`config.mk`:
```
export PLATFORM = sky130hd
export DESIGN_NAME = flfr_ctrl
export DESIGN_NICKNAME = d
export VERILOG_FILES = /design/src/hw/flfr_sync2.v /design/src/hw/flfr_ptr_track.v /design/src/hw/flfr_ctrl.v
export VERILOG_INCLUDE_DIRS = /design/src /design/src/hw
export SDC_FILE = /design/constraint.sdc
export NUM_CORES = 1
export LEC_CHECK = 0
export BUFFER_PORTS_ARGS = -buffer_cell sky130_fd_sc_hd__buf_2
export CAP_MARGIN = 10
export CORE_MARGIN = 2
export CORE_UTILIZATION = 59
export CTS_BUF_LIST = sky130_fd_sc_hd__clkbuf_8
export CTS_CLUSTER_SIZE = 24
export DETAILED_ROUTE_END_ITERATION = 6
export PLACE_DENSITY = 0.82
export SYNTH_ARGS = -nofsm -noshare
export SYNTH_HDL_FRONTEND = slang
export SYNTH_HIERARCHICAL = 1
export SYNTH_SLANG_ARGS = --single-unit
export TNS_END_PERCENT = 30
```
`constraint.sdc`:
```
create_clock -name clk_i -period 9.1 [get_ports clk_i]
set_clock_uncertainty 0.05 [all_clocks]
set_input_delay 2.73 -clock clk_i [delete_from_list [all_inputs] [get_ports clk_i]]
set_output_delay 2.73 -clock clk_i [all_outputs]
set_load 0.02 [all_outputs]
```
`src/hw/flfr_regs.vh`:
```
/*
  Register offsets, field positions, reset values and codes of the
  FIFO level and frame reset control block.
  Assumes an 8-bit register port with byte addresses as decoded here.
*/
`ifndef FLFR_REGS_VH
`define FLFR_REGS_VH

// ----------------------------------------------------------------
// register offsets
// ----------------------------------------------------------------
`define FLFR_ADDR_FRAME_CTRL 8'h22
`define FLFR_ADDR_LEVEL_REQ 8'h23
`define FLFR_ADDR_LEVEL_RPT 8'h24
`define FLFR_ADDR_FIFO_CTRL 8'h25

// ----------------------------------------------------------------
// reset values
// ----------------------------------------------------------------
`define FLFR_RST_FRAME_CTRL 8'h12
`define FLFR_RST_REPEAT 1'b0
`define FLFR_RST_LEVEL_REQ 8'h40
`define FLFR_RST_TARGET 2'h2
`define FLFR_RST_INT_LEVEL 3'h4
`define FLFR_RST_FRAC_LEVEL 3'h0

// ----------------------------------------------------------------
// field positions
// ----------------------------------------------------------------
`define FLFR_FRAME_ACK_BIT 3
`define FLFR_REPEAT_BIT 2
`define FLFR_TARGET_HI 1
`define FLFR_TARGET_LO 0
`define FLFR_INT_HI 6
`define FLFR_INT_LO 4
`define FLFR_FRAC_HI 2
`define FLFR_FRAC_LO 0
`define FLFR_HOST_REQ_BIT 0
`define FLFR_HOST_ACK_BIT 1

// ----------------------------------------------------------------
// reset target and interpolation codes
// ----------------------------------------------------------------
`define FLFR_TGT_FIFO 2'h0
`define FLFR_TGT_OSC 2'h1
`define FLFR_TGT_BOTH 2'h2
`define FLFR_TGT_NONE 2'h3
`define FLFR_INTERP_2X 2'h0
`define FLFR_INTERP_4X 2'h2
`define FLFR_INTERP_8X 2'h3

`endif

```
`src/hw/flfr_sync2.v`:
```
/*
  Two flip-flop synchroniser for a single level.
  Assumes the input may change at any time relative to clk_i.
*/
`timescale 1ns/10ps
`default_nettype none

module flfr_sync2 (
  input wire clk_i,      // clock
  input wire resetn_i,   // async reset, active low
  input wire d_i,        // asynchronous level
  output reg q_o         // synchronised level
);

  reg meta_q;

  always @(posedge clk_i or negedge resetn_i)
  begin
    if (!resetn_i)
    begin
      meta_q <= 1'b0;
      q_o <= 1'b0;
    end
    else
    begin
      meta_q <= d_i;
      q_o <= meta_q;
    end
  end

endmodule // flfr_sync2

`default_nettype wire

```
`src/hw/flfr_ptr_track.v`:
```
/*
  Pointer tracker: write pointer in conversion clock cycles, stepped per
  data word; read pointer stepped each cycle, repositioned on a FIFO reset.
  Assumes one conversion clock per clk_i and a one-cycle word strobe.
*/
`timescale 1ns/10ps
`default_nettype none
`include "flfr_regs.vh"

module flfr_ptr_track (
  input wire clk_i,            // conversion clock
  input wire resetn_i,         // async reset, active low
  input wire word_stb_i,       // input data word written
  input wire [1:0] interp_i,   // interpolation select
  input wire fifo_reset_i,     // reposition pulse
  input wire [2:0] int_req_i,  // integral level request
  input wire [2:0] frac_req_i, // fractional level request
  output reg [2:0] int_rpt_o,  // measured integral level
  output reg [2:0] frac_rpt_o  // measured fractional level
);

  reg [5:0] wr_pos_q;   // write position in conversion cycles
  reg [5:0] rd_pos_q;   // read position in conversion cycles
  reg [5:0] phase_q;    // conversion cycles since the last word
  reg aligned_q;        // pointers placed by a FIFO reset
  reg [5:0] sep;
  reg [5:0] lvl;
  reg [5:0] frac_lvl;
  reg [5:0] target;
  reg [1:0] shift;

  // cycles per data word is 2, 4 or 8
  function [1:0] rate_shift;
    input [1:0] sel;
    begin
      case (sel)
        `FLFR_INTERP_4X: rate_shift = 2'd2;
        `FLFR_INTERP_8X: rate_shift = 2'd3;
        default: rate_shift = 2'd1;
      endcase
    end
  endfunction

  always @*
  begin
    shift = rate_shift(interp_i);
    target = ({3'h0, int_req_i} << shift) + {3'h0, frac_req_i};
    // write position advanced between word strobes
    sep = wr_pos_q + phase_q - rd_pos_q;
    lvl = sep >> shift;
    frac_lvl = sep & ((6'h01 << shift) - 6'h01);
  end

  always @(posedge clk_i or negedge resetn_i)
  begin
    if (!resetn_i)
    begin
      wr_pos_q <= 6'h00;
      rd_pos_q <= 6'h00;
      phase_q <= 6'h00;
      aligned_q <= 1'b0;
      int_rpt_o <= 3'h0;
      frac_rpt_o <= 3'h0;
    end
    else
    begin
      if (word_stb_i)
      begin
        wr_pos_q <= wr_pos_q + (6'h01 << shift);
        phase_q <= 6'h00;
      end
      else
        phase_q <= phase_q + 6'h01;
      // one cycle added: the write position also advances on this edge
      if (fifo_reset_i)
      begin
        rd_pos_q <= wr_pos_q + phase_q - target + 6'h01;
        aligned_q <= 1'b1;
      end
      else
        rd_pos_q <= rd_pos_q + 6'h01;
      // reports read zero until the pointers have been placed
      int_rpt_o <= aligned_q ? lvl[2:0] : 3'h0;
      frac_rpt_o <= aligned_q ? frac_lvl[2:0] : 3'h0;
    end
  end

endmodule // flfr_ptr_track

`default_nettype wire

```
`src/hw/flfr_ctrl.v`:
```
/*
  FIFO level and frame reset control: register port, frame pulse
  response, host FIFO reset request and level readback.
  Assumes a synchronous register port on clk_i and an asynchronous
  frame pulse pin from the external data source.
*/
`timescale 1ns/10ps
`default_nettype none
`include "flfr_regs.vh"

module flfr_ctrl (
  input wire clk_i,              // conversion clock, 50 MHz
  input wire resetn_i,           // async reset, active low
  input wire reg_wr_i,           // register write strobe
  input wire reg_rd_i,           // register read strobe
  input wire [7:0] reg_addr_i,   // register address
  input wire [7:0] reg_wdata_i,  // register write data
  input wire [1:0] interp_i,     // interpolation select
  input wire frame_pin_i,        // frame pulse pin, asynchronous
  input wire word_stb_i,         // input word strobe, same clock
  output reg [7:0] reg_rdata_o,  // register read data
  output reg reg_rvalid_o,       // read data valid
  output reg fifo_reset_o,       // FIFO reset pulse
  output reg osc_reset_o,        // oscillator reset pulse
  output reg [2:0] int_rpt_o,    // measured integral level
  output reg [2:0] frac_rpt_o    // measured fractional level
);

  // ----------------------------------------------------------------
  // state machine codes
  // ----------------------------------------------------------------
  localparam [2:0] ST_IDLE = 3'b001;
  localparam [2:0] ST_BUSY = 3'b010;
  localparam [2:0] ST_ACK = 3'b100;

  reg repeat_frame_response_q;
  reg [1:0] target_q;
  reg frame_ack_q;
  reg frame_done_q;
  reg [2:0] int_req_q;
  reg [2:0] frac_req_q;
  reg host_req_q;
  reg [2:0] host_st_q;
  reg [2:0] host_st_d;
  reg host_ack;
  reg frame_prev_q;
  wire frame_sync;
  wire frame_edge;
  wire frame_act;
  wire host_fire;
  wire fifo_rst_d;
  wire osc_rst_d;
  wire [2:0] trk_int;
  wire [2:0] trk_frac;
  wire wr_frame;
  wire wr_level;
  wire wr_fifo;

  // ----------------------------------------------------------------
  // frame pulse synchronisation
  // ----------------------------------------------------------------
  flfr_sync2 u_frame_sync (
    .clk_i(clk_i),
    .resetn_i(resetn_i),
    .d_i(frame_pin_i),
    .q_o(frame_sync)
  );

  always @(posedge clk_i or negedge resetn_i)
  begin
    if (!resetn_i)
      frame_prev_q <= 1'b0;
    else
      frame_prev_q <= frame_sync;
  end

  assign frame_edge = frame_sync & ~frame_prev_q;
  assign frame_act = frame_edge & (repeat_frame_response_q | ~frame_done_q);

  // ----------------------------------------------------------------
  // reset targets
  // ----------------------------------------------------------------
  function tgt_fifo;
    input [1:0] t;
    begin
      tgt_fifo = (t == `FLFR_TGT_FIFO) || (t == `FLFR_TGT_BOTH);
    end
  endfunction

  function tgt_osc;
    input [1:0] t;
    begin
      tgt_osc = (t == `FLFR_TGT_OSC) || (t == `FLFR_TGT_BOTH);
    end
  endfunction

  assign host_fire = (host_st_q == ST_IDLE) & host_req_q;
  assign fifo_rst_d = (frame_act & tgt_fifo(target_q)) | host_fire;
  assign osc_rst_d = frame_act & tgt_osc(target_q);

  // ----------------------------------------------------------------
  // host reset request sequencing
  // ----------------------------------------------------------------
  always @*
  begin
    host_st_d = host_st_q;
    host_ack = 1'b0;
    case (host_st_q)
      ST_IDLE:
      begin
        if (host_req_q)
          host_st_d = ST_BUSY;
      end
      ST_BUSY:
      begin
        host_st_d = ST_ACK;
      end
      ST_ACK:
      begin
        host_ack = 1'b1;
        if (!host_req_q)
          host_st_d = ST_IDLE;
      end
      default:
      begin
        host_st_d = ST_IDLE;
      end
    endcase
  end

  // ----------------------------------------------------------------
  // register write decode
  // ----------------------------------------------------------------
  function wr_hit;
    input stb;
    input [7:0] addr;
    input [7:0] match;
    begin
      wr_hit = stb && (addr == match);
    end
  endfunction

  assign wr_frame = wr_hit(reg_wr_i, reg_addr_i, `FLFR_ADDR_FRAME_CTRL);
  assign wr_level = wr_hit(reg_wr_i, reg_addr_i, `FLFR_ADDR_LEVEL_REQ);
  assign wr_fifo = wr_hit(reg_wr_i, reg_addr_i, `FLFR_ADDR_FIFO_CTRL);

  // ----------------------------------------------------------------
  // frame reset control register
  // ----------------------------------------------------------------
  always @(posedge clk_i or negedge resetn_i)
  begin
    if (!resetn_i)
    begin
      repeat_frame_response_q <= `FLFR_RST_REPEAT;
      target_q <= `FLFR_RST_TARGET;
    end
    else if (wr_frame)
    begin
      repeat_frame_response_q <= reg_wdata_i[`FLFR_REPEAT_BIT];
      target_q <= reg_wdata_i[`FLFR_TARGET_HI:`FLFR_TARGET_LO];
    end
  end

  // ----------------------------------------------------------------
  // level request register
  // ----------------------------------------------------------------
  always @(posedge clk_i or negedge resetn_i)
  begin
    if (!resetn_i)
    begin
      int_req_q <= `FLFR_RST_INT_LEVEL;
      frac_req_q <= `FLFR_RST_FRAC_LEVEL;
    end
    else if (wr_level)
    begin
      int_req_q <= reg_wdata_i[`FLFR_INT_HI:`FLFR_INT_LO];
      frac_req_q <= reg_wdata_i[`FLFR_FRAC_HI:`FLFR_FRAC_LO];
    end
  end

  // ----------------------------------------------------------------
  // fifo reset control register
  // ----------------------------------------------------------------
  always @(posedge clk_i or negedge resetn_i)
  begin
    if (!resetn_i)
    begin
      host_req_q <= 1'b0;
    end
    else if (wr_fifo)
    begin
      host_req_q <= reg_wdata_i[`FLFR_HOST_REQ_BIT];
    end
  end

  // ----------------------------------------------------------------
  // frame acknowledge
  // ----------------------------------------------------------------
  always @(posedge clk_i or negedge resetn_i)
  begin
    if (!resetn_i)
    begin
      frame_ack_q <= 1'b0;
      frame_done_q <= 1'b0;
    end
    else if (frame_edge)
    begin
      frame_ack_q <= 1'b1;
      frame_done_q <= 1'b1;
    end
  end

  // ----------------------------------------------------------------
  // reset pulses and host sequencer state
  // ----------------------------------------------------------------
  always @(posedge clk_i or negedge resetn_i)
  begin
    if (!resetn_i)
    begin
      host_st_q <= ST_IDLE;
      fifo_reset_o <= 1'b0;
      osc_reset_o <= 1'b0;
    end
    else
    begin
      host_st_q <= host_st_d;
      fifo_reset_o <= fifo_rst_d;
      osc_reset_o <= osc_rst_d;
    end
  end

  // ----------------------------------------------------------------
  // pointer tracking
  // ----------------------------------------------------------------
  flfr_ptr_track u_track (
    .clk_i(clk_i),
    .resetn_i(resetn_i),
    .word_stb_i(word_stb_i),
    .interp_i(interp_i),
    .fifo_reset_i(fifo_reset_o),
    .int_req_i(int_req_q),
    .frac_req_i(frac_req_q),
    .int_rpt_o(trk_int),
    .frac_rpt_o(trk_frac)
  );

  // ----------------------------------------------------------------
  // level report outputs
  // ----------------------------------------------------------------
  always @(posedge clk_i or negedge resetn_i)
  begin
    if (!resetn_i)
    begin
      int_rpt_o <= 3'h0;
      frac_rpt_o <= 3'h0;
    end
    else
    begin
      int_rpt_o <= trk_int;
      frac_rpt_o <= trk_frac;
    end
  end

  // ----------------------------------------------------------------
  // readback
  // ----------------------------------------------------------------
  always @(posedge clk_i or negedge resetn_i)
  begin
    if (!resetn_i)
    begin
      reg_rdata_o <= 8'h00;
      reg_rvalid_o <= 1'b0;
    end
    else
    begin
      reg_rvalid_o <= reg_rd_i;
      if (reg_rd_i)
      begin
        case (reg_addr_i)
          `FLFR_ADDR_FRAME_CTRL:
            reg_rdata_o <= {4'h0, frame_ack_q, repeat_frame_response_q, target_q};
          `FLFR_ADDR_LEVEL_REQ:
            reg_rdata_o <= {1'b0, int_req_q, 1'b0, frac_req_q};
          `FLFR_ADDR_LEVEL_RPT:
            reg_rdata_o <= {1'b0, trk_int, 1'b0, trk_frac};
          `FLFR_ADDR_FIFO_CTRL:
            reg_rdata_o <= {6'h00, host_ack, host_req_q};
          default:
            reg_rdata_o <= 8'h00;
        endcase
      end
    end
  end

endmodule // flfr_ctrl

`default_nettype wire

```
# After elaboration in Yosys (flattened, before gate mapping)
# Index checks and enable logic that the tools add are counted.
dict set report totals {
  elab_cells 74
  ff_bits 59
}
dict set report classes {
  n_bitwise 10
  n_addsub 9
  reduce_logical 7
  shift 3
  eq_ne 13
  muxes 10
}
# cell count
set op_table {}
lappend op_table {{$eq A8 B6 Y1 const B} 4}
lappend op_table {{$pmux W7 S4} 1}
lappend op_table {{$add A6 B1 Y6 const B} 3}
lappend op_table {{$add A6 B6 Y6} 2}
lappend op_table {{$mux W3} 4}
lappend op_table {{$mux W6} 2}
lappend op_table {{$sub A6 B6 Y6} 2}
lappend op_table {{$pmux W3 S3} 1}
lappend op_table {{$add A6 B3 Y6} 1}
lappend op_table {{$eq A2 B2 Y1 const B} 3}
lappend op_table {{$shl A1 B2 Y6 const A} 1}
lappend op_table {{$shl A3 B2 Y6} 1}
lappend op_table {{$shr A6 B2 Y3} 1}
lappend op_table {{$and A1 B1 Y1} 5}
lappend op_table {{$ne A2 B2 Y1 const B} 2}
lappend op_table {{$pmux W2 S2} 1}
lappend op_table {{$and A3 B3 Y3} 1}
lappend op_table {{$eq A3 B1 Y1 const B} 1}
lappend op_table {{$eq A3 B2 Y1 const B} 1}
lappend op_table {{$eq A3 B3 Y1 const B} 1}
lappend op_table {{$logic_and A1 B1 Y1} 3}
lappend op_table {{$sub A3 B1 Y3 const B} 1}
lappend op_table {{$eq A2 B1 Y1 const B} 1}
lappend op_table {{$logic_not A2 Y1} 1}
lappend op_table {{5 further kinds} 8}

# Logic depth before layout (Yosys ltp)
dict set report depth {
  ltp_word 7
  ltp_mapped 14
}

# Cells and area by module
# Netlist, hierarchy kept.
# mod cells_each instances area_per_inst_um2
set modules_own_cells {}
lappend modules_own_cells {flfr_ptr_track 202 1 1984.4}
lappend modules_own_cells {flfr_ctrl 104 1 1343.8}
lappend modules_own_cells {flfr_sync2 2 1 50.0}

# Worst setup path before layout
# Ideal clock, no wire load.
dict set report synth_timing {
  path_type {input -> register}
  startpoint {in interp_i[1]}
  endpoint {reg u_track.rd_pos_q[5]}
  setup_time_ps 134
  path_buffers 1
  setup_slack_ps 3733
  path_stages 14
  t_arrival_ps 5183
  t_required_ps 8916
  cell_sequence {clkbuf_1 > inv_1 > nor2_1 > a22oi_1 > fa_1 > ha_1 > inv_1 > fa_1 > inv_1 > a21o_1 > a21oi_1 > xnor2_1 > xnor2_1 > mux2i_1}
}
dict set report synth_via {
  elab_chain_len 7
  word_cells_on_any_way 8
  classes_between {add/sub (3); eq/ne (2); shift (1); mux (2)}
}
# item line
set synth_lines {}
lappend synth_lines {{from (decl)} flfr_ctrl.v:18} ;# input wire [1:0] interp_i,
lappend synth_lines {{$eq A2 B2 Y1} flfr_ptr_track.v:36} ;# case (sel)
lappend synth_lines {{$pmux W2 S2 (*)} flfr_ptr_track.v:36}
lappend synth_lines {{$shl A3 B2 Y6 (*)} flfr_ptr_track.v:47} ;# target = ({3'h0, int_req_i} << shift) + {3'h0, frac_req_i};
lappend synth_lines {{$add A6 B3 Y6 (*)} flfr_ptr_track.v:47}
lappend synth_lines {{$sub A6 B6 Y6 (*)} flfr_ptr_track.v:77} ;# rd_pos_q <= wr_pos_q + phase_q - target + 6'h01;
lappend synth_lines {{$add A6 B1 Y6 (*)} flfr_ptr_track.v:77}
lappend synth_lines {{$mux W6 (*)} flfr_ptr_track.v:75} ;# if (fifo_reset_i)
lappend synth_lines {{to (signal assigned)} flfr_ptr_track.v:77}
lappend synth_lines {{to (signal assigned)} flfr_ptr_track.v:81} ;# rd_pos_q <= rd_pos_q + 6'h01;
lappend synth_lines {{to (decl)} flfr_ptr_track.v:23} ;# reg [5:0] rd_pos_q;
# Mark *: on every way between the ends. The rest lies on a longest branch, timed or not.
# A chain may end at the register's enable or synchronous reset.

# Worst setup path in the final report
# Same ends and word-level chain as after synthesis.

==> impl_metrics.json <==
{
  "ys_seq_area_share_pct": 43.07,
  "critPathMaxFanout": 12,
  "min_to": "u_frame_sync/q_o",
  "final_cell_mix": "dfrtp_1, buf_2, inv_1",
  "syn_area_per_cell_um2": 10.97,
  "first_iter_violations": 138,
  "drc": 0,
  "synth_adder_area_share_pct": 14.67,
  "synthArstFlopShare_pct": 100.0,
  "total_power_mw": 1.324,
  "track_usage_pct": 24.16,
  "synth.distinct_cells": 50,
  "status": "completed",
  "synth-xor-area-share_pct": 6.963,
  "cp_slowest_cell": "fa_1",
  "numCtsBuffers": 9,
  "fill_cells": 403,
  "synth_area_leaders": "dfrtp_1, ha_1, mux2_2",
  "critical_path_class": "primary input to flip-flop",
  "p_leak_nw": 1.869,
  "grt_pass1_wl_um": 11390,
  "grt_use_met3_pct": 6.222,
  "die_h_um": 79.67,
  "met1_usage_pct": 30.16,
  "grt.overflow.total": 0,
  "muxShareOfSynthArea_pct": 7.148,
  "finalSetupTns_ns": 0,
  "clk_path_buf_depth": 2,
  "use_met2_pct": 40.08,
  "ys_warn_count": 6,
  "setup_violations": 0,
  "worstMarginPinSlew_ns": 0.7215,
  "grt_pass1_vias": 2442,
  "ir_drop_mv": 0.2020,
  "core_um2": 5507,
  "dieArea_um2": 6347,
  "slew_violations": 0,
  "max_freq_ghz": 0.1923,
  "synth_simple_gate_area_share_pct": 11.67,
  "yosys.area.top_type": "dfrtp_1",
  "post_cts_buffers": 0,
  "r2r-end": "u_track/rd_pos_q[5]",
  "io_pins": 41,
  "ys_ff_latch": 58,
  "diodes": 0,
  "reg2regPathDepth": 13,
  "ant_nets": 0,
  "hold_class": "flip-flop to flip-flop",
  "start_util_pct": 61.35,
  "fin_crit_ns": 5.201,
  "rows": 27,
  "maxCapViolations": 0,
  "postCtsHoldBufs": 0,
  "dieWidth_um": 79.67,
  "path_clk_slew_ns": 0.08,
  "utilization_pct": 70.30,
  "htreeDepth": 3,
  "insertion_delay_ns": 0.35,
  "synth-compound-area-share_pct": 11.00,
  "max_slew_margin_pct": 51.90,
  "rsz0062_at_grt": "no",
  "slowest_delay_ns": 0.46,
  "critPathCaptureType": "flip-flop",
  "numPortBuffers": 37,
  "netlist.area_leader.share_pct": 40.74,
  "clock-sinks": 58,
  "stdcell_area_um2": 3871,
  "postCtsResizedCells": 0,
  "placed_area_um2": 3622,
  "routed-via-count": 2355,
  "crit_path_frequent_cell": "inv_1",
  "hold_depth": 0,
  "dr.pass1.iters": 4,
  "cts_tree": "yes",
  "hold_viol_final": 0,
  "path_cells": "buf_2 -> inv_1 -> nor2_1 -> a22oi_1 -> fa_1 -> ha_1 -> inv_1 -> fa_1 -> inv_1 -> a21o_1 -> a21oi_1 -> xnor2_1 -> xnor2_1 -> mux2i_1",
  "crit_required_ns": 9.26,
  "cp.arrival_ns": 5.36,
  "crit_path_start_kind": "primary input",
  "post_drt_wl_per_cell_um": 16.03,
  "areaGrowthSynthToFinish_pct": 14.59,
  "hold_start": "u_frame_sync/meta_q",
  "yosys_most_used_dff": "dfrtp_1",
  "fin_nets": 410,
  "layout_commonest_cell": "dfrtp_1",
  "synth_top_family_by_area": "adder cells",
  "synth_edf_count": 0,
  "grt_busiest_layer": "met2",
  "drive_gt1_share_pct": 23.94,
  "synth.cell_area_um2": 3378,
  "hpwlAfterDp_um": 5106,
  "fin_crit_sh_pct": 57.15,
  "antenna_found_initial": 0,
  "wl_um": 6844,
  "reg2reg_from": "u_track/phase_q[0]",
  "gp_congestion": 0.8537,
  "grt_start_max_net_pins": 59,
  "reg2reg_slack_ns": 5.50,
  "viasPerCell": 5.515,
  "syn_inst": 308,
  "power.density_nw_per_um2": 341.9,
  "clk_root_buffer_cell": "clkbuf_8"
}
-- stage by stage --
stage | setup WS [ns] | hold WS, ns | instances
after floorplan | 3.733 | 0.2812 | 309
after global placement | 3.584 | 0.2913 | 411
after detailed placement | 3.547 | 0.2871 | 411
after CTS | 3.916 | 0.3046 | 427
after global routing | 3.782 | 0.3179 | 427
final | 3.899 | 0.3029 | 427
-- cells in the mapped netlist, drive strengths merged (2+ instances only) --
cell,n
nor3b,3
o21a,2
o21ai,10
a211oi,3
mux2,17
nor2,16
inv,36
nor3,2
o22ai,3
fa,6
xor2,9
and3,2
nor2b,11
xnor2,17
mux2i,5
a22oi,8
o21bai,2
dfrtp,55
a21oi,15
conb,2
ha,30
nand3,6
a21o,5
nand2,9
nor4bb,4
dfstp,3
buf,3
nand2b,4
o211ai,3
clkbuf,5
-- layer usage --
layer  up-vias  wire length, um
li1       1132                -
met1      1161             2986
met2        47             3508
met3        15              228
met4         0              120
met5         -                0
-- registers in the layout, summed over array words and instances, names as in the netlist, 2 cells and up --
name	cells
u_track/rd_pos_q	6
u_track/int_rpt_o	3
int_rpt_o	3
frac_req_q	3
u_track/phase_q	6
host_st_q	3
u_track/wr_pos_q	6
int_req_q	3
u_track/frac_rpt_o	3
frac_rpt_o	3
target_q	2
reg_rdata_o	7
-- where the power goes --
part / switching, mW / internal (mW) / total [mW]
registers: 0.0476 / 0.320 / 0.367
clock network: 0.115 / 0.185 / 0.300
logic: 0.354 / 0.303 / 0.657
-- critical path: cells and delay by family --
kind / cells / cell delay, ns
fa+ha+maj: 3 / 1.23
buf+inv: 4 / 0.45
compound gates: 3 / 0.44
xor+xnor: 2 / 0.32
mux: 1 / 0.09
simple gates: 1 / 0.08
-- cell type report --
| cell class | instances | area [um2] | area share, % |
|---|---|---|---|
| sequential | 58 | 1455 | 37.59 |
| clock inverter | 7 | 125.1 | 3.232 |
| clock buffer | 9 | 123.9 | 3.200 |
| multi-input combinational | 207 | 1749 | 45.18 |
| inverter | 36 | 135.1 | 3.491 |
| timing repair buffer | 38 | 192.7 | 4.977 |
| tap | 72 | 90.09 | 2.327 |
-- worst max path at each step --
| stage | from | end | slack, ns | cells after the start |
|---|---|---|---|---|
| after detailed placement | interp_i[1] | u_track/rd_pos_q[5] | 3.55 | 14 |
| after global placement | interp_i[1] | u_track/rd_pos_q[5] | 3.58 | 14 |
| after CTS | interp_i[1] | u_track/rd_pos_q[5] | 3.92 | 14 |
| final | interp_i[1] | u_track/rd_pos_q[5] | 3.90 | 14 |
| after floorplan | interp_i[1] | u_track/rd_pos_q[5] | 3.73 | 14 |
| after global routing | interp_i[1] | u_track/rd_pos_q[5] | 3.78 | 14 |
-- cell families after synthesis --
group | count (synthesis)
simple gates | 64
flops | 58
compound gates | 56
buf+inv | 44
fa+ha+maj | 36
xor+xnor | 26
mux | 22
other cells | 2
No activity file was read; power rests on OpenSTA's default activity.
